File: src/verilog/sice_defines.svh
/*
 * Constants for the interrupt code encoder: code values, event bit
 * positions and reset values.
 * Assumes it is included once per compilation unit by its bare name.
 */
`ifndef SICE_DEFINES_SVH
`define SICE_DEFINES_SVH

// interrupt codes presented to the host
`define SICE_C_SCSI_RST     8'h01
`define SICE_C_SCSI_PAR     8'h24
`define SICE_C_MPU_PAR      8'h22
`define SICE_C_DMA_PAR      8'h21
`define SICE_C_SCSI_MPU_PAR 8'h26
`define SICE_C_SCSI_DMA_PAR 8'h25
`define SICE_C_OFFSET       8'h29
`define SICE_C_PERIOD       8'h2A
`define SICE_C_OFS_PER      8'h2B
`define SICE_C_TIMEOUT      8'h2C
`define SICE_C_BUS_FREE     8'h31
`define SICE_C_PHASE        8'h32
`define SICE_C_INIT_PH      8'h54
`define SICE_C_INIT_MSG     8'h55
`define SICE_C_INIT_STS     8'h56
`define SICE_C_INIT_MSG_NR  8'h5D
`define SICE_C_INIT_STS_NR  8'h5E
`define SICE_C_ATN_STOP     8'h42
`define SICE_C_ATN_MSG      8'h43
`define SICE_C_ATN_MSG_NR   8'h47

// event bit positions in the pending vector
`define SICE_NEV            11
`define SICE_EV_RST         0
`define SICE_EV_SCSI_PAR    1
`define SICE_EV_MPU_PAR     2
`define SICE_EV_DMA_PAR     3
`define SICE_EV_OFFSET      4
`define SICE_EV_PERIOD      5
`define SICE_EV_TIMEOUT     6
`define SICE_EV_BUS_FREE    7
`define SICE_EV_PHASE       8
`define SICE_EV_INIT_PH     9
`define SICE_EV_ATN         10

// reset values
`define SICE_CODE_RST       8'h00
`define SICE_PEND_RST       11'h000

`endif

File: src/verilog/sice_pkg.sv
/*
 * Types for the interrupt code encoder.
 * Assumes sice_defines.svh supplies the numeric constants.
 */
package sice_pkg;

	// detection pulses from the protocol controller, one cycle each
	typedef struct packed {
		logic atn_stop;
		logic init_phase;
		logic phase_err;
		logic bus_free;
		logic reqack_tmo;
		logic period_err;
		logic offset_err;
		logic dma_par;
		logic mpu_par;
		logic scsi_par;
	} sice_event_t;

	// levels describing the controller's current situation
	typedef struct packed {
		logic prog_xfer;
		logic dma_xfer;
		logic sync_mode;
		logic auto_rx;
		logic req_msg;
		logic req_status;
		logic rx_buf_full;
		logic datain_req;
		logic nexused;
	} sice_ctx_t;

	typedef enum logic [1:0] {
		ST_IDLE    = 2'b00,
		ST_HELD    = 2'b01,
		ST_SYNC_IN = 2'b10
	} sice_state_t;

endpackage

File: src/verilog/sice_code_reg.sv
/*
 * Holding register for one interrupt code until the host reads it.
 * Assumes load is only asserted while the register is empty.
 */
`timescale 1ns/10ps
`include "sice_defines.svh"

module sice_code_reg
	import sice_pkg::*;
(
	input  wire logic       i_clk_sys,
	input  wire logic       i_reset,
	input  wire logic       i_load,
	input  wire logic [7:0] i_code,
	input  wire logic       i_read,
	output logic      [7:0] o_code,
	output logic            o_valid
);

	// code storage, cleared on reset only
	always_ff @(posedge i_clk_sys or posedge i_reset) begin
		if (i_reset) begin
			o_code <= `SICE_CODE_RST;
		end else if (i_load) begin
			o_code <= i_code;
		end
	end

	// valid flag: load sets, host read clears, load wins
	always_ff @(posedge i_clk_sys or posedge i_reset) begin
		if (i_reset) begin
			o_valid <= 1'b0;
		end else if (i_load) begin
			o_valid <= 1'b1;
		end else if (i_read) begin
			o_valid <= 1'b0;
		end
	end

endmodule

File: src/verilog/sice_encoder.sv
/*
 * Interrupt code encoder: turns condition detections of the protocol
 * controller into one 8-bit interrupt code held for the host.
 * Assumes event pulses and context levels come from logic on i_clk_sys;
 * the SCSI reset and REQ lines come from pins and are synchronised here.
 */
`timescale 1ns/10ps
`include "sice_defines.svh"

////////////////////////////////////////////////////////////////////////////////
module sice_encoder
	import sice_pkg::*;
(
	input  wire logic        i_clk_sys,
	input  wire logic        i_reset,
	input  wire logic        i_scsi_rst_pin,
	input  wire logic        i_scsi_req_pin,
	input  wire sice_event_t i_events,
	input  wire sice_ctx_t   i_ctx,
	input  wire logic        i_code_read,
	output logic       [7:0] o_int_code,
	output logic             o_int_valid,
	output logic             o_int_req,
	output logic             o_rx_strobe,
	output logic             o_ack_inhibit,
	output logic             o_data_reg_flush,
	output logic             o_clr_mod_cnt
);

	////////////////////////////////////////////////////////////////////////
	// pin synchronisers

	logic        rst_meta, rst_sync, rst_prev, rst_edge;
	logic        req_meta, req_sync, req_prev, req_edge;

	// two flops on each bus line before any logic looks at it
	always_ff @(posedge i_clk_sys or posedge i_reset) begin
		if (i_reset) begin
			rst_meta <= 1'b0;
			rst_sync <= 1'b0;
			rst_prev <= 1'b0;
			req_meta <= 1'b0;
			req_sync <= 1'b0;
			req_prev <= 1'b0;
		end else begin
			rst_meta <= i_scsi_rst_pin;
			rst_sync <= rst_meta;
			rst_prev <= rst_sync;
			req_meta <= i_scsi_req_pin;
			req_sync <= req_meta;
			req_prev <= req_sync;
		end
	end

	// edge detectors read only the second flop and later
	assign rst_edge = rst_sync & ~rst_prev;
	assign req_edge = req_sync & ~req_prev;

	////////////////////////////////////////////////////////////////////////
	// pending event flags

	logic [`SICE_NEV-1:0] ev_vec, pending, pend_now, consume;
	sice_state_t          state;
	logic                 load;

	assign ev_vec   = {i_events, rst_edge};
	assign pend_now = pending | ev_vec;
	assign load     = (state == ST_IDLE) && (|pend_now);

	// events waiting while a code is held stay sticky; a new event wins
	// over the consumption of one already pending so nothing is lost
	genvar gi;
	generate
		for (gi = 0; gi < `SICE_NEV; gi++) begin : g_pend
			always_ff @(posedge i_clk_sys or posedge i_reset) begin
				if (i_reset) begin
					pending[gi] <= 1'b0;
				end else if (ev_vec[gi]) begin
					pending[gi] <= ~(load & consume[gi] & ~pending[gi]);
				end else if (load && consume[gi]) begin
					pending[gi] <= 1'b0;
				end
			end
		end
	endgenerate

	////////////////////////////////////////////////////////////////////////
	// priority encoder: reset, transfer errors, phase transitions

	logic [7:0] next_code;
	logic       next_take, next_refuse, next_flush, next_sync_in;

	always_comb begin
		next_code    = `SICE_CODE_RST;
		consume      = '0;
		next_take    = 1'b0;
		next_refuse  = 1'b0;
		next_flush   = 1'b0;
		next_sync_in = 1'b0;
		if (pend_now[`SICE_EV_RST]) begin
			next_code = `SICE_C_SCSI_RST;
			consume[`SICE_EV_RST] = 1'b1;
		end else if (pend_now[`SICE_EV_SCSI_PAR] && pend_now[`SICE_EV_MPU_PAR]
			&& i_ctx.prog_xfer) begin
			next_code = `SICE_C_SCSI_MPU_PAR;
			consume[`SICE_EV_SCSI_PAR] = 1'b1;
			consume[`SICE_EV_MPU_PAR] = 1'b1;
		end else if (pend_now[`SICE_EV_SCSI_PAR] && pend_now[`SICE_EV_DMA_PAR]
			&& i_ctx.dma_xfer) begin
			next_code = `SICE_C_SCSI_DMA_PAR;
			consume[`SICE_EV_SCSI_PAR] = 1'b1;
			consume[`SICE_EV_DMA_PAR] = 1'b1;
		end else if (pend_now[`SICE_EV_SCSI_PAR]) begin
			next_code = `SICE_C_SCSI_PAR;
			consume[`SICE_EV_SCSI_PAR] = 1'b1;
		end else if (pend_now[`SICE_EV_MPU_PAR]) begin
			next_code = `SICE_C_MPU_PAR;
			consume[`SICE_EV_MPU_PAR] = 1'b1;
		end else if (pend_now[`SICE_EV_DMA_PAR]) begin
			next_code = `SICE_C_DMA_PAR;
			consume[`SICE_EV_DMA_PAR] = 1'b1;
		end else if (pend_now[`SICE_EV_OFFSET] && pend_now[`SICE_EV_PERIOD]) begin
			next_code = `SICE_C_OFS_PER;
			consume[`SICE_EV_OFFSET] = 1'b1;
			consume[`SICE_EV_PERIOD] = 1'b1;
		end else if (pend_now[`SICE_EV_OFFSET]) begin
			next_code = `SICE_C_OFFSET;
			consume[`SICE_EV_OFFSET] = 1'b1;
		end else if (pend_now[`SICE_EV_PERIOD]) begin
			next_code = `SICE_C_PERIOD;
			consume[`SICE_EV_PERIOD] = 1'b1;
		end else if (pend_now[`SICE_EV_TIMEOUT]) begin
			next_code = `SICE_C_TIMEOUT;
			consume[`SICE_EV_TIMEOUT] = 1'b1;
		end else if (pend_now[`SICE_EV_BUS_FREE]) begin
			next_code = `SICE_C_BUS_FREE;
			consume[`SICE_EV_BUS_FREE] = 1'b1;
		end else if (pend_now[`SICE_EV_PHASE]) begin
			next_code = `SICE_C_PHASE;
			consume[`SICE_EV_PHASE] = 1'b1;
		end else if (pend_now[`SICE_EV_INIT_PH]) begin
			consume[`SICE_EV_INIT_PH] = 1'b1;
			next_code = `SICE_C_INIT_PH;
			// message and status variants exist only in automatic receive mode; data-in after a phase error takes a byte without it
			if (i_ctx.auto_rx && i_ctx.req_msg) begin
				next_code   = i_ctx.rx_buf_full ? `SICE_C_INIT_MSG_NR
					: `SICE_C_INIT_MSG;
				next_take   = ~i_ctx.rx_buf_full;
				next_refuse = i_ctx.rx_buf_full;
			end else if (i_ctx.auto_rx && i_ctx.req_status) begin
				next_code   = i_ctx.rx_buf_full ? `SICE_C_INIT_STS_NR
					: `SICE_C_INIT_STS;
				next_take   = ~i_ctx.rx_buf_full;
				next_refuse = i_ctx.rx_buf_full;
			end else if (i_ctx.datain_req && i_ctx.nexused) begin
				// data-in after a phase error: one byte, or per REQ when sync
				next_take    = ~i_ctx.sync_mode;
				next_sync_in = i_ctx.sync_mode;
			end
		end else if (pend_now[`SICE_EV_ATN]) begin
			consume[`SICE_EV_ATN] = 1'b1;
			next_flush = 1'b1;
			if (!i_ctx.auto_rx) begin
				next_code = `SICE_C_ATN_STOP;
			end else begin
				next_code   = i_ctx.rx_buf_full ? `SICE_C_ATN_MSG_NR
					: `SICE_C_ATN_MSG;
				next_take   = ~i_ctx.rx_buf_full;
				next_refuse = i_ctx.rx_buf_full;
			end
		end
	end

	////////////////////////////////////////////////////////////////////////
	// holding register for the code

	sice_code_reg u_code_reg (
		.i_clk_sys (i_clk_sys),
		.i_reset   (i_reset),
		.i_load    (load),
		.i_code    (next_code),
		.i_read    (i_code_read),
		.o_code    (o_int_code),
		.o_valid   (o_int_valid)
	);

	////////////////////////////////////////////////////////////////////////
	// hold state: one code at a time, freed by the host read

	always_ff @(posedge i_clk_sys or posedge i_reset) begin
		if (i_reset) begin
			state <= ST_IDLE;
		end else begin
			case (state)
				ST_IDLE: begin
					if (load) begin
						state <= next_sync_in ? ST_SYNC_IN : ST_HELD;
					end
				end
				ST_HELD, ST_SYNC_IN: begin
					if (i_code_read) begin
						state <= ST_IDLE;
					end
				end
				default: begin
					state <= ST_IDLE;
				end
			endcase
		end
	end

	////////////////////////////////////////////////////////////////////////
	// side effects toward the transfer logic

	// interrupt request follows the held code
	always_ff @(posedge i_clk_sys or posedge i_reset) begin
		if (i_reset) begin
			o_int_req <= 1'b0;
		end else if (load) begin
			o_int_req <= 1'b1;
		end else if (i_code_read) begin
			o_int_req <= 1'b0;
		end
	end

	// byte take strobe: once at load when a byte is taken, or once per REQ in sync data-in
	always_ff @(posedge i_clk_sys or posedge i_reset) begin
		if (i_reset) begin
			o_rx_strobe <= 1'b0;
		end else begin
			o_rx_strobe <= (load & next_take)
				| ((state == ST_SYNC_IN) & req_edge);
		end
	end

	// ACK held off while bytes are gathered per REQ
	always_ff @(posedge i_clk_sys or posedge i_reset) begin
		if (i_reset) begin
			o_ack_inhibit <= 1'b0;
		end else if (load) begin
			o_ack_inhibit <= next_sync_in;
		end else if (i_code_read) begin
			o_ack_inhibit <= 1'b0;
		end
	end

	// data register emptied on every stop code
	always_ff @(posedge i_clk_sys or posedge i_reset) begin
		if (i_reset) begin
			o_data_reg_flush <= 1'b0;
		end else begin
			o_data_reg_flush <= load & next_flush;
		end
	end

	// refused byte clears the modified-byte counter
	always_ff @(posedge i_clk_sys or posedge i_reset) begin
		if (i_reset) begin
			o_clr_mod_cnt <= 1'b0;
		end else begin
			o_clr_mod_cnt <= load & next_refuse;
		end
	end

	////////////////////////////////////////////////////////////////////////
	// assertions

	logic idle;
	assign idle = (state == ST_IDLE);

	property p_rst_code;
		@(posedge i_clk_sys) disable iff (i_reset)
		(idle && pend_now[`SICE_EV_RST]) |=> (o_int_valid && o_int_code == 8'h01);
	endproperty
	a_rst_code: assert property (p_rst_code) else $error("reset code wrong");

	property p_scsi_par;
		@(posedge i_clk_sys) disable iff (i_reset)
		(idle && pend_now == 11'h002) |=> (o_int_code == 8'h24);
	endproperty
	a_scsi_par: assert property (p_scsi_par) else $error("scsi parity code wrong");

	property p_mpu_scsi;
		@(posedge i_clk_sys) disable iff (i_reset)
		(idle && pend_now == 11'h006 && i_ctx.prog_xfer) |=> (o_int_code == 8'h26);
	endproperty
	a_mpu_scsi: assert property (p_mpu_scsi) else $error("combined parity wrong");

	property p_ofs_per;
		@(posedge i_clk_sys) disable iff (i_reset)
		(idle && pend_now == 11'h030) |=> (o_int_code == 8'h2B) ##1 !pending[4];
	endproperty
	a_ofs_per: assert property (p_ofs_per) else $error("combined sync code wrong");

	property p_init_ph;
		@(posedge i_clk_sys) disable iff (i_reset)
		(idle && pend_now == 11'h200 && !i_ctx.auto_rx)
			|=> (o_int_code == 8'h54 && !o_clr_mod_cnt);
	endproperty
	a_init_ph: assert property (p_init_ph) else $error("initial phase code wrong");

	property p_msg_refused;
		@(posedge i_clk_sys) disable iff (i_reset)
		(idle && pend_now == 11'h200 && i_ctx.auto_rx && i_ctx.req_msg && i_ctx.rx_buf_full)
			|=> (o_int_code == 8'h5D && o_clr_mod_cnt && !o_rx_strobe);
	endproperty
	a_msg_refused: assert property (p_msg_refused) else $error("refused msg wrong");

	property p_atn_msg;
		@(posedge i_clk_sys) disable iff (i_reset)
		(idle && pend_now == 11'h400 && i_ctx.auto_rx && !i_ctx.rx_buf_full)
			|=> (o_int_code == 8'h43 && o_rx_strobe && o_data_reg_flush) ##1 !o_rx_strobe;
	endproperty
	a_atn_msg: assert property (p_atn_msg) else $error("atn msg code wrong");

	property p_refuse_clear;
		@(posedge i_clk_sys) disable iff (i_reset)
		o_clr_mod_cnt |-> (o_int_code == 8'h5D || o_int_code == 8'h5E || o_int_code == 8'h47);
	endproperty
	a_refuse_clear: assert property (p_refuse_clear) else $error("stray counter clear");

	property p_hold;
		@(posedge i_clk_sys) disable iff (i_reset)
		(o_int_valid && !i_code_read) |=> (o_int_valid && $stable(o_int_code));
	endproperty
	a_hold: assert property (p_hold) else $error("code lost before read");

	property p_sync_no_ack;
		@(posedge i_clk_sys) disable iff (i_reset)
		(state == ST_SYNC_IN) |-> (o_ack_inhibit && o_int_code == 8'h54);
	endproperty
	a_sync_no_ack: assert property (p_sync_no_ack) else $error("ack not held off");

	c_combined_dma: cover property (@(posedge i_clk_sys) disable iff (i_reset)
		load && next_code == 8'h25);
	c_atn_refused: cover property (@(posedge i_clk_sys) disable iff (i_reset)
		load && next_code == 8'h47);
	c_sync_in: cover property (@(posedge i_clk_sys) disable iff (i_reset)
		(state == ST_SYNC_IN) && o_rx_strobe);
	c_queued: cover property (@(posedge i_clk_sys) disable iff (i_reset)
		o_int_valid && i_code_read ##1 load);

endmodule

File: config.mk
export PLATFORM = sky130hd
export DESIGN_NAME = sice_encoder
export DESIGN_NICKNAME = d
export VERILOG_FILES = /design/src/verilog/sice_pkg.sv /design/src/verilog/sice_code_reg.sv /design/src/verilog/sice_encoder.sv
export VERILOG_INCLUDE_DIRS = /design/src /design/src/verilog
export SDC_FILE = /design/constraint.sdc
export NUM_CORES = 1
export LEC_CHECK = 0
export ABC_AREA = 0
export ABC_CLOCK_PERIOD_IN_PS = 4650
export BUFFER_PORTS_ARGS = -buffer_cell sky130_fd_sc_hd__buf_4
export CELL_PAD_IN_SITES_DETAIL_PLACEMENT = 1
export CELL_PAD_IN_SITES_GLOBAL_PLACEMENT = 1
export CORE_UTILIZATION = 43
export DETAILED_ROUTE_END_ITERATION = 8
export PLACE_DENSITY = 0.82
export SKIP_LAST_GASP = 1
export SYNTH_ARGS = -nofsm -noshare
export SYNTH_HDL_FRONTEND = slang
export SYNTH_SLANG_ARGS = --single-unit
File: constraint.sdc
create_clock -name i_clk_sys -period 4.65 [get_ports i_clk_sys]
set_input_delay 0 -clock i_clk_sys [delete_from_list [all_inputs] [get_ports i_clk_sys]]
set_output_delay 0 -clock i_clk_sys [all_outputs]
set_load 0.01 [all_outputs]
After elaboration in Yosys (flattened, before gate mapping) --
Index checks and enable logic that the tools add are counted.
Word-level totals: memories kept 0, bits in writable memories 0, bits in read-only memories 0, bits in registers 32, logic and storage cells 261, latch bits 0
Operators by class: order comparisons 0, mux-type cells 141, multipliers 0, equality and inequality tests 4, shifts and indexed selects 0, add/sub/neg operators 0, bitwise logic cells 56, div/mod/pow operators 0, reduce and logical (&&, ||, !) cells 36
Operators by type and width (count):
- $mux W8 | 16
- $mux W1 | 103
- $and A1 B1 Y1 | 28
- $not A1 Y1 | 26
- $reduce_bool A2 Y1 | 12
- $logic_and A1 B1 Y1 | 20
- $mux W4 | 5
- $mux W7 | 2
- $mux W2 | 6
- $or A11 B11 Y11 | 1
- $reduce_or A11 Y1 | 1
- $mux W10 | 1
- $mux W5 | 2
- $mux W3 | 3
- $mux W9 | 1
- $mux W6 | 1
- $ne A2 B2 Y1 const B | 2
- $pmux W2 S2 | 1
- $eq A2 B1 Y1 const B | 1
- $eq A2 B2 Y1 const B | 1
- $logic_not A2 Y1 | 1
- $reduce_and A2 Y1 | 1
- $reduce_or A2 Y1 | 1
- $or A1 B1 Y1 | 1

Depth between registers and ports, before layout --
Gate-level depths: netlist of run 1.
depth in word-level cells 21, depth in mapped cells 7, mapped depth without buffers 6

Hierarchy --
From an unflattened synthesis of run 1, not the netlist that was laid out.
Second synthesis, totals: cell total of the unflattened synthesis 152, area total of the unflattened synthesis 1685.4 sq um
By module, submodules not included:
- sice_encoder | times used 1, seq. area each 600.6 sq um, area an instance 1312.5 sq um, cells each 131
- sice_code_reg | times used 1, seq. area each 225.2 sq um, area an instance 372.9 sq um, cells each 21

Worst setup path before layout of run 1 --
Ideal clock, no wire load.
path kind register -> register, start point register pending[1], end point register pending[10], required time 4.524 ns, stages on the path, launching flop included 6, period minus slack after synthesis 1.984 ns, path slack 2.666 ns, arrival time 1.859 ns, buffers on the path 1, cells stage by stage dfrtp_1 or4_1 buf_6 or3_4 nand2b_4 maj3_2
On the way: cells in the longest elaborated chain, start to end 10
RTL lines:
- from (decl) | RTL line sice_encoder.sv:62 | logic [`SICE_NEV-1:0] ev_vec, pending, pend_now, consume;
- from (signal, indexed assignment) | RTL line sice_encoder.sv:79 | pending[gi] <= ~(load & consume[gi] & ~pending[gi]);
- $or A11 B11 Y11 (*) | RTL line sice_encoder.sv:67 | assign pend_now = pending | ev_vec;
- $logic_and A1 B1 Y1 (2 in a row) | RTL line sice_encoder.sv:108 | end else if (pend_now[`SICE_EV_SCSI_PAR] && pend_now[`SICE_EV_DMA_PAR]
- $mux W7 | RTL line sice_encoder.sv:108
- $mux W8 | RTL line sice_encoder.sv:103 | end else if (pend_now[`SICE_EV_SCSI_PAR] && pend_now[`SICE_EV_MPU_PAR]
- $mux W10 | RTL line sice_encoder.sv:100 | if (pend_now[`SICE_EV_RST]) begin
- $and A1 B1 Y1 (2 in a row) | RTL line sice_encoder.sv:79
- $not A1 Y1 | RTL line sice_encoder.sv:79
- $mux W1 | RTL line sice_encoder.sv:78 | end else if (ev_vec[gi]) begin
Every way passes the cells marked *; elsewhere a longest branch is shown, timed or not. A chain may end at the register's enable or synchronous reset.

Final worst setup path of run 1 --
start point register pending[1], end point register pending[8]
The elaborated chain is that of the path after synthesis.

==> flow_metrics.env, run 1 <==
export IMPL_ir_drop_mv=0.161
export IMPL_worstHoldEndpoint="o_ack_inhibit"
export IMPL_cts_tree="yes"
export IMPL_rsz0062_at_grt="no"
export IMPL_powerDensity_nw_per_um2=356
export IMPL_skew_ns=0.0206
export IMPL_maxCapViolCount=0
export IMPL_slew_viol_final=0
export IMPL_reg_top3="pending: 11 flops, u_code_reg.o_code: 7 flops, state: 2 flops"
export IMPL_path_class="register to register"
export IMPL_fillers=382
export IMPL_regMostFlops="pending"
export IMPL_fin_area_um2=2100
export IMPL_synth_seq_area_share_pct=49.1
export IMPL_rows=21
export IMPL_slowest_delay_ns=0.73
export IMPL_hold_class="input port to register"
export IMPL_p_leak_nw=0.848
export IMPL_antenna_cells=0
export IMPL_grt_total_usage_pct=25.3
export IMPL_status="finished clean"
export IMPL_ctsLongestPathBuffers=2
export IMPL_syn_area_um2=1580
export IMPL_layout_commonest_cell="buf_4"
export IMPL_crit_chain="or4_1 > or3_1 > a2111oi_0 > nor2_1 > dlygate4sd3_1"
export IMPL_largest_reg_flops=11
export IMPL_final_cell_mix="buf_4, dfrtp_1, dlygate4sd3_1, nor2_1, nand2_1"
export IMPL_antenna_left=0
export IMPL_clock_root_buffer="clkbuf_4"
export IMPL_layout_setup_ws_ns=1.83
export IMPL_grt_pass1_vias=1577
export IMPL_gp_congestion=0.823
export IMPL_portBuffers=36
export IMPL_drive_gt1_share_pct=26.7
export IMPL_drc=0
export IMPL_synth_flop_cell="dfrtp_1"
export IMPL_cp_startpoint="pending[1]"
export IMPL_timing_rr_end="pending[8]"
export IMPL_post_place_ws_ns=2.19
export IMPL_boundaryPins=38
export IMPL_cts_max_level=2
export IMPL_ff2ff_setup_slack_ns=1.83
export IMPL_cp_top_family="simple AND/OR/NAND/NOR gates"
export IMPL_synth_enable_flop_cells=0
export IMPL_yosys_warnings=0
export IMPL_layout_min_cycle_time_ns=2.82
export IMPL_async_flop_share_pct=100
export IMPL_grt_pass1_wl_um=7510
export IMPL_yosys_area_top_type="dfrtp_1"
export IMPL_worstMarginPinSlew_ns=0.820
export IMPL_endpoint_kind="register"
export IMPL_final_setup_viol_count=0
export IMPL_worstHoldPathCells=4
export IMPL_via_count=1440
export IMPL_core_um2=3420
export IMPL_fmax_ghz=0.355
export IMPL_min_from="i_ctx[4]"
export IMPL_grt_max_degree=32
export IMPL_wl_um=4430
export IMPL_ys_types=45
export IMPL_drtPass1Iterations=4
export IMPL_finalSetupTns_ns=0
export IMPL_crit_required_ns=4.89
export IMPL_p_total_mw=0.749
export IMPL_crit_slowest_cell="or4_1"
export IMPL_numCtsBuffers=5
export IMPL_antenna_found_initial=0
export IMPL_vias_per_cell=5.63
export IMPL_cts_clk_slew_worst_paths_ns=0.11
export IMPL_crit_path_max_fanout=10
export IMPL_hold_viol=0
export IMPL_cp_arrival_ns=3.05
export IMPL_initial_core_util_pct=46.2
export IMPL_postCtsSetupBuffers=0
export IMPL_die_h_um=62.6
export IMPL_clkLatencyLatePin_ns=0.36
export IMPL_place_hpwl_um=3150
export IMPL_die_area_um2=3920
export IMPL_slew_limit_headroom_pct=44.8
export IMPL_layout_nets=235
export IMPL_syn_nets=178
export IMPL_postPlaceCellArea_um2=1880
export IMPL_finalCritPeriodShare_pct=60.6
export IMPL_routedWlPerCell_um=17.3
export IMPL_syn_inst=152
export IMPL_grt_ovfl_total=0
export IMPL_cts_sinks=31
export IMPL_synth_top_area_share_pct=49.1
export IMPL_timing_rr_start="pending[1]"
export IMPL_start_kind="register"
export IMPL_rr_worst_depth=5
export IMPL_ys_top_cells_by_area="dfrtp_1, maj3_1, nand2_1, nor2_1, o21ai_0"
export IMPL_synth_seq_cells=31
export IMPL_path_buf_inv=1
export IMPL_avgSynthCellArea_um2=10.4
export IMPL_drtIter0Drc=40
export IMPL_area_delta_synth_final_pct=33.2
export IMPL_die_width_um=62.6
export IMPL_cts_resized=0
-- stage by stage --
step | instances | hold WS (ns) | utilization (%)
finish | 256 | 0.0782 | 61.6
global placement | 231 | 0.105 | 55.1
global route | 256 | 0.104 | 61.6
detailed placement | 231 | 0.110 | 55.1
floorplan | 152 | 0.0314 | -
CTS | 256 | 0.0726 | 61.6
-- routing by layer --
layer	share of wire (%)	vias up	track usage, %
met5	0	-	0
met4	1.9	0	11.6
met2	52	31	44.4
met3	3.0	8	3.83
met1	43	722	30.4
li1	-	679	-
-- worst min-delay path: cells and delay by family --
family / cells / cell delay, ns
AO/OA/AOI/OAI: 2 / 0.15
buffers and inverters: 1 / 0.11
AND/OR/NAND/NOR: 1 / 0.15
-- area by class of cell --
cell class | instances | area (µm²) | area share (%)
flip-flops and latches | 31 | 776 | 36.9
multi-input cells | 113 | 754 | 35.9
repair buffers | 54 | 448 | 21.3
well taps | 46 | 57.6 | 2.74
clock buffers | 5 | 37.5 | 1.78
clock inverters | 3 | 15.0 | 0.714
inverters | 4 | 15.0 | 0.714
-- cells in the mapped netlist, types with 2 or more instances --
library cell,instances
dfrtp_1,31
nand2_1,16
nor2_1,16
maj3_1,9
o21ai_0,8
inv_1,4
nand3_1,4
nor3_1,4
nor4_1,4
o21ai_1,4
a21oi_1,3
a22o_1,3
buf_4,3
nor4_2,3
or3_1,3
a311oi_1,2
ha_1,2
o211ai_1,2
o22ai_1,2
o41ai_1,2
or2_2,2
or4_1,2
-- worst max-delay path by stage --
stage / endpoint / depth (start not counted) / slack (ns)
final: pending[8] / 5 / 1.83
after detailed placement: u_code_reg.o_code[2] / 5 / 2.19
after floorplan: pending[10] / 5 / 2.67
after global routing: pending[8] / 6 / 1.65
after CTS: pending[8] / 6 / 1.79
after global placement: u_code_reg.o_code[2] / 5 / 2.36
-- power breakdown --
part           internal, mW  leakage (nW)  switching (mW)  total (mW)
logic                 0.116         0.458           0.134       0.250
clock network        0.0561        0.0347          0.0987       0.155
registers             0.311         0.355          0.0337       0.345
-- cells by family (layout without fill, tap and decap cells) --
kind of cell,count (synthesis),in the layout,synth area share [%]
compound gates,37,37,17.7
fa+ha+maj,12,12,8.00
simple gates,63,63,21.9
other cells,1,1,0.237
buf+inv,8,66,3.09
flops,31,31,49.1
-- repair_timing --
action,4_1_cts,5_1_grt
endpoints found under the hold margin,50,0
hold buffers,17,0
endpoints found under the setup margin,0,0
Note: power is estimated with default switching activity, not from simulation.
==> run 2, diff against run 1 <==
- ABC_CLOCK_PERIOD_IN_PS: 4650 -> 2900
- CORE_UTILIZATION: 43 -> 40
- PLACE_DENSITY: 0.82 -> 0.77
- clock period: 4.65 -> 2.9 ns (I/O delays scaled with it)
==> flow_metrics.env, run 2 (synthesized netlist as in run 1, its figures left out) <==
export IMPL_post_place_ws_ns=0.509
export IMPL_cts_resized=0
export IMPL_path_class="input port to register"
export IMPL_fillers=418
export IMPL_layout_commonest_cell="buf_4"
export IMPL_layout_min_cycle_time_ns=2.42
export IMPL_die_h_um=64.8
export IMPL_status="finished clean"
export IMPL_grt_pass1_wl_um=6730
export IMPL_final_util_pct=55.2
export IMPL_cts_tree="yes"
export IMPL_rsz0062_at_grt="no"
export IMPL_cts_sinks=31
export IMPL_start_kind="input port"
export IMPL_ff2ff_setup_slack_ns=0.48
export IMPL_hold_class="input port to register"
export IMPL_drtIter0Drc=55
export IMPL_worstMarginPinSlew_ns=0.725
export IMPL_grt_total_usage_pct=21.6
export IMPL_p_leak_nw=0.833
export IMPL_area_delta_synth_final_pct=30.0
export IMPL_fin_hold_ws_ns=0.000326
export IMPL_finalCritPeriodShare_pct=83.3
export IMPL_largest_reg_flops=11
export IMPL_cts_clk_slew_worst_paths_ns=0.07
export IMPL_powerDensity_nw_per_um2=611
export IMPL_die_width_um=64.8
export IMPL_rr_worst_depth=4
export IMPL_die_area_um2=4200
export IMPL_drive_gt1_share_pct=28.7
export IMPL_initial_core_util_pct=42.5
export IMPL_layout_setup_ws_ns=0.485
export IMPL_core_um2=3720
export IMPL_gp_congestion=0.812
export IMPL_skew_ns=0.00959
export IMPL_reg_top3="pending: 11 flops, u_code_reg.o_code: 7 flops, state: 2 flops"
export IMPL_slew_viol_final=0
export IMPL_antenna_cells=0
export IMPL_endpoint_kind="register"
export IMPL_hold_viol=0
export IMPL_wl_um=3980
export IMPL_clkLatencyLatePin_ns=0.28
export IMPL_ir_drop_mv=0.306
export IMPL_slew_limit_headroom_pct=51.5
export IMPL_boundaryPins=38
export IMPL_timing_rr_start="pending[1]"
export IMPL_finalSetupTns_ns=0
export IMPL_min_from="i_events[3]"
export IMPL_fmax_ghz=0.414
export IMPL_routedWlPerCell_um=15.9
export IMPL_vias_per_cell=5.48
export IMPL_grt_pass1_vias=1432
export IMPL_final_setup_viol_count=0
export IMPL_drtPass1Iterations=4
export IMPL_numCtsBuffers=5
export IMPL_clock_root_buffer="clkbuf_8"
export IMPL_maxCapViolCount=0
export IMPL_ctsLongestPathBuffers=2
export IMPL_antenna_left=0
export IMPL_cts_max_level=2
export IMPL_postCtsSetupBuffers=0
export IMPL_via_count=1370
export IMPL_grt_max_degree=32
export IMPL_cp_arrival_ns=2.59
export IMPL_postPlaceCellArea_um2=1900
export IMPL_rows=22
export IMPL_ctsHoldBuffers=7
export IMPL_place_hpwl_um=3080
export IMPL_crit_required_ns=3.08
export IMPL_regMostFlops="pending"
export IMPL_final_cell_mix="buf_4, dfrtp_1, nor2_1, nand2_1, maj3_1"
export IMPL_crit_path_max_fanout=12
export IMPL_portBuffers=36
export IMPL_timing_rr_end="u_code_reg.o_code[2]"
export IMPL_cp_startpoint="i_events[0]"
export IMPL_cp_endpoint="u_code_reg.o_code[2]"
export IMPL_antenna_found_initial=0
export IMPL_fin_area_um2=2050
export IMPL_grt_ovfl_total=0
export IMPL_layout_nets=227
export IMPL_drc=0
-- run 2: changes by cell type in the layout (fill, tap and decap cells not counted), sizes merged --
cell	before	now
buf	37	39
dlygate4sd3	17	7
-- run 2: final cells by class --
type                       instances  area, µm²  share of cell area (%)
inverter                           4       15.0                   0.732
clock inverter                     3       15.0                   0.732
sequential                        31        776                    37.8
tap                               48       60.1                    2.93
multi-input combinational        113        754                    36.8
clock buffer                       5       68.8                    3.35
timing repair buffer              46        363                    17.7
-- run 2: routing by layer --
layer | wire length [µm] | track usage (%) | vias to the layer above | part of all wire [%]
li1 | - | - | 660 | -
met1 | 1830 | 27.1 | 681 | 46
met2 | 2000 | 35.9 | 27 | 50
met3 | 139 | 6.34 | 2 | 3.5
met4 | 15 | 5.83 | 0 | 0.38
met5 | 0 | 0 | - | 0
-- run 2: worst min path at each step --
stage               depth (start not counted)            endpoint
detailed placement                          1            rst_meta
global route                                2          pending[3]
CTS                                         2          pending[4]
global placement                            3  u_code_reg.o_valid
floorplan                                   0            req_meta
finish                                      2          pending[4]
-- run 2: metrics by stage --
stage | total power, mW | cells
floorplan | 0.795 | 152
global placement | 0.920 | 235
detailed placement | 0.937 | 235
CTS | 1.27 | 250
global route | 1.33 | 250
finish | 1.25 | 250
-- run 2: where the power goes --
group	leakage (nW)	switching, mW	internal, mW	total, mW
combinational	0.430	0.206	0.177	0.383
clock	0.0477	0.157	0.164	0.321
sequential	0.355	0.0493	0.500	0.549
total	0.833	0.412	0.841	1.25
-- run 2: critical path, cell delays in order --
cell,delay [ns]
dlygate4sd3_1,0.55
buf_4,0.16
or4_1,0.74
o41ai_4,0.78
nor2_1,0.15
a22o_1,0.22
==> run 3, diff against run 2 <==
- ABC_CLOCK_PERIOD_IN_PS: 2900 -> 2400
- clock period: 2.9 -> 2.4 ns (I/O delays scaled with it)
==> flow_metrics.env, run 3 (synthesized netlist as in run 1, its figures left out) <==
export IMPL_powerDensity_nw_per_um2=760
export IMPL_ir_drop_mv=0.356
export IMPL_layout_nets=229
export IMPL_regMostFlops="pending"
export IMPL_fmax_ghz=0.452
export IMPL_slew_limit_headroom_pct=63.4
export IMPL_ctsLongestPathBuffers=2
export IMPL_rsz0062_at_grt="no"
export IMPL_grt_ovfl_total=0
export IMPL_cts_clk_slew_worst_paths_ns=0.07
export IMPL_die_h_um=64.8
export IMPL_grt_max_degree=32
export IMPL_hold_class="input port to register"
export IMPL_portBuffers=36
export IMPL_clock_root_buffer="clkbuf_8"
export IMPL_reg_top3="pending: 11 flops, u_code_reg.o_code: 7 flops, state: 2 flops"
export IMPL_die_area_um2=4200
export IMPL_status="finished clean"
export IMPL_power_switching_mw=0.532
export IMPL_core_um2=3720
export IMPL_p_leak_nw=0.841
export IMPL_cp_arrival_ns=2.38
export IMPL_final_setup_viol_count=0
export IMPL_path_class="register to register"
export IMPL_via_count=1396
export IMPL_p_clk_share_pct=25.5
export IMPL_pwr_share_seq_pct=42.2
export IMPL_p_int_mw=1.04
export IMPL_skew_ns=0.00256
export IMPL_crit_required_ns=2.56
export IMPL_final_cell_mix="buf_4, dfrtp_1, nor2_1, nand2_1, maj3_1"
export IMPL_final_util_pct=55.8
export IMPL_grt_pass1_vias=1538
export IMPL_antenna_found_initial=0
export IMPL_postPlaceCellArea_um2=1910
export IMPL_numCtsBuffers=5
export IMPL_hold_viol=0
export IMPL_drtIter0Drc=39
export IMPL_antenna_left=0
export IMPL_cts_tree="yes"
export IMPL_gp_congestion=0.787
export IMPL_dpl_cell_count=237
export IMPL_worstMarginPinSlew_ns=0.545
export IMPL_crit_path_max_fanout=8
export IMPL_boundaryPins=38
export IMPL_die_width_um=64.8
export IMPL_cts_sinks=31
export IMPL_p_sw_share_pct=33.8
export IMPL_layout_commonest_cell="buf_4"
export IMPL_largest_reg_flops=11
export IMPL_initial_core_util_pct=42.5
export IMPL_drtPass1Iterations=4
export IMPL_fin_area_um2=2070
export IMPL_fin_cells=252
export IMPL_routedWlPerCell_um=18.1
export IMPL_fillers=425
export IMPL_wl_um=4550
export IMPL_drive_gt1_share_pct=28.4
export IMPL_place_hpwl_um=3300
export IMPL_finalCritPeriodShare_pct=92.3
export IMPL_grt_total_usage_pct=24.2
export IMPL_layout_min_cycle_time_ns=2.21
export IMPL_clkLatencyLatePin_ns=0.29
export IMPL_cts_max_level=2
export IMPL_drc=0
export IMPL_p_comb_share_pct=32.3
export IMPL_finalSetupTns_ns=0
export IMPL_endpoint_kind="register"
export IMPL_vias_per_cell=5.54
export IMPL_p_total_mw=1.58
export IMPL_start_kind="register"
export IMPL_slew_viol_final=0
export IMPL_grt_pass1_wl_um=7390
export IMPL_rows=22
export IMPL_maxCapViolCount=0
export IMPL_area_delta_synth_final_pct=31.3
export IMPL_antenna_cells=0
[run 3: cell types whose count changed in the layout (fill, tap and decap cells not counted), sizes merged]
cell	previous run	this run
buf	39	41
clkbuf	5	7
clkinv	3	1
[run 3: metrics by stage]
step	hold slack, ns	setup WS, ns
after floorplan	0.0314	0.416
after global placement	0.100	0.292
after detailed placement	0.111	0.161
after CTS	0.00658	0.142
after global routing	0.0142	0.0830
final	0.00486	0.186
[run 3: critical path, stage by stage, from the launching register on]
cell	delay, ns
dfrtp_1	0.45
nor4_4	0.41
nand2_1	0.28
or3_1	0.48
a2111oi_0	0.39
nor2_1	0.08
[run 3: per-layer routing]
layer	part of all wire [%]	global-route usage, %	vias to the layer above
met3	4.0	7.04	6
met5	0	0	-
met2	54	43.5	35
met4	1.3	6.67	0
li1	-	-	667
met1	41	27.5	688
[run 3: path summary, 6_finish.rpt]
path / startpoint / end / slack [ns] / cells past startpoint
max in group asynchronous: i_reset / req_meta / 1.75 / 4
worst max register to register: pending[5] / pending[8] / 0.19 / 5
worst min register to register: rst_meta / rst_sync / 0.36 / 0
worst min-delay path: i_events[6] / pending[8] / 0.005 / 3
worst max-delay path: pending[5] / pending[8] / 0.19 / 5
min in group asynchronous: i_reset / u_code_reg.o_valid / 0.36 / 4
[run 3: cell type report]
type	count	area [µm²]	share of cell area, %
sequential	31	776	37.4
multi-input combinational	113	763	36.8
timing repair buffer	48	378	18.2
clock buffer	7	76.3	3.68
tap	48	60.1	2.90
inverter	4	15.0	0.724
clock inverter	1	5.00	0.241
[run 3: repair_timing]
| item | CTS | global route |
|---|---|---|
| endpoints found under the hold margin | 37 | 0 |
| gates resized for setup | 0 | 1 |
| hold buffers | 7 | 0 |
| setup endpoints to repair | 0 | 1 |
| buffers inserted | 0 | 0 |
[run 3: power by group through the flow]
stage | Clock [mW] | Sequential (mW) | Combinational [mW]
floorplan | 0 | 0.680 | 0.280
global placement | 0 | 0.666 | 0.473
detailed placement | 0 | 0.673 | 0.494
CTS | 0.409 | 0.665 | 0.511
global route | 0.431 | 0.673 | 0.565
finish | 0.402 | 0.664 | 0.509
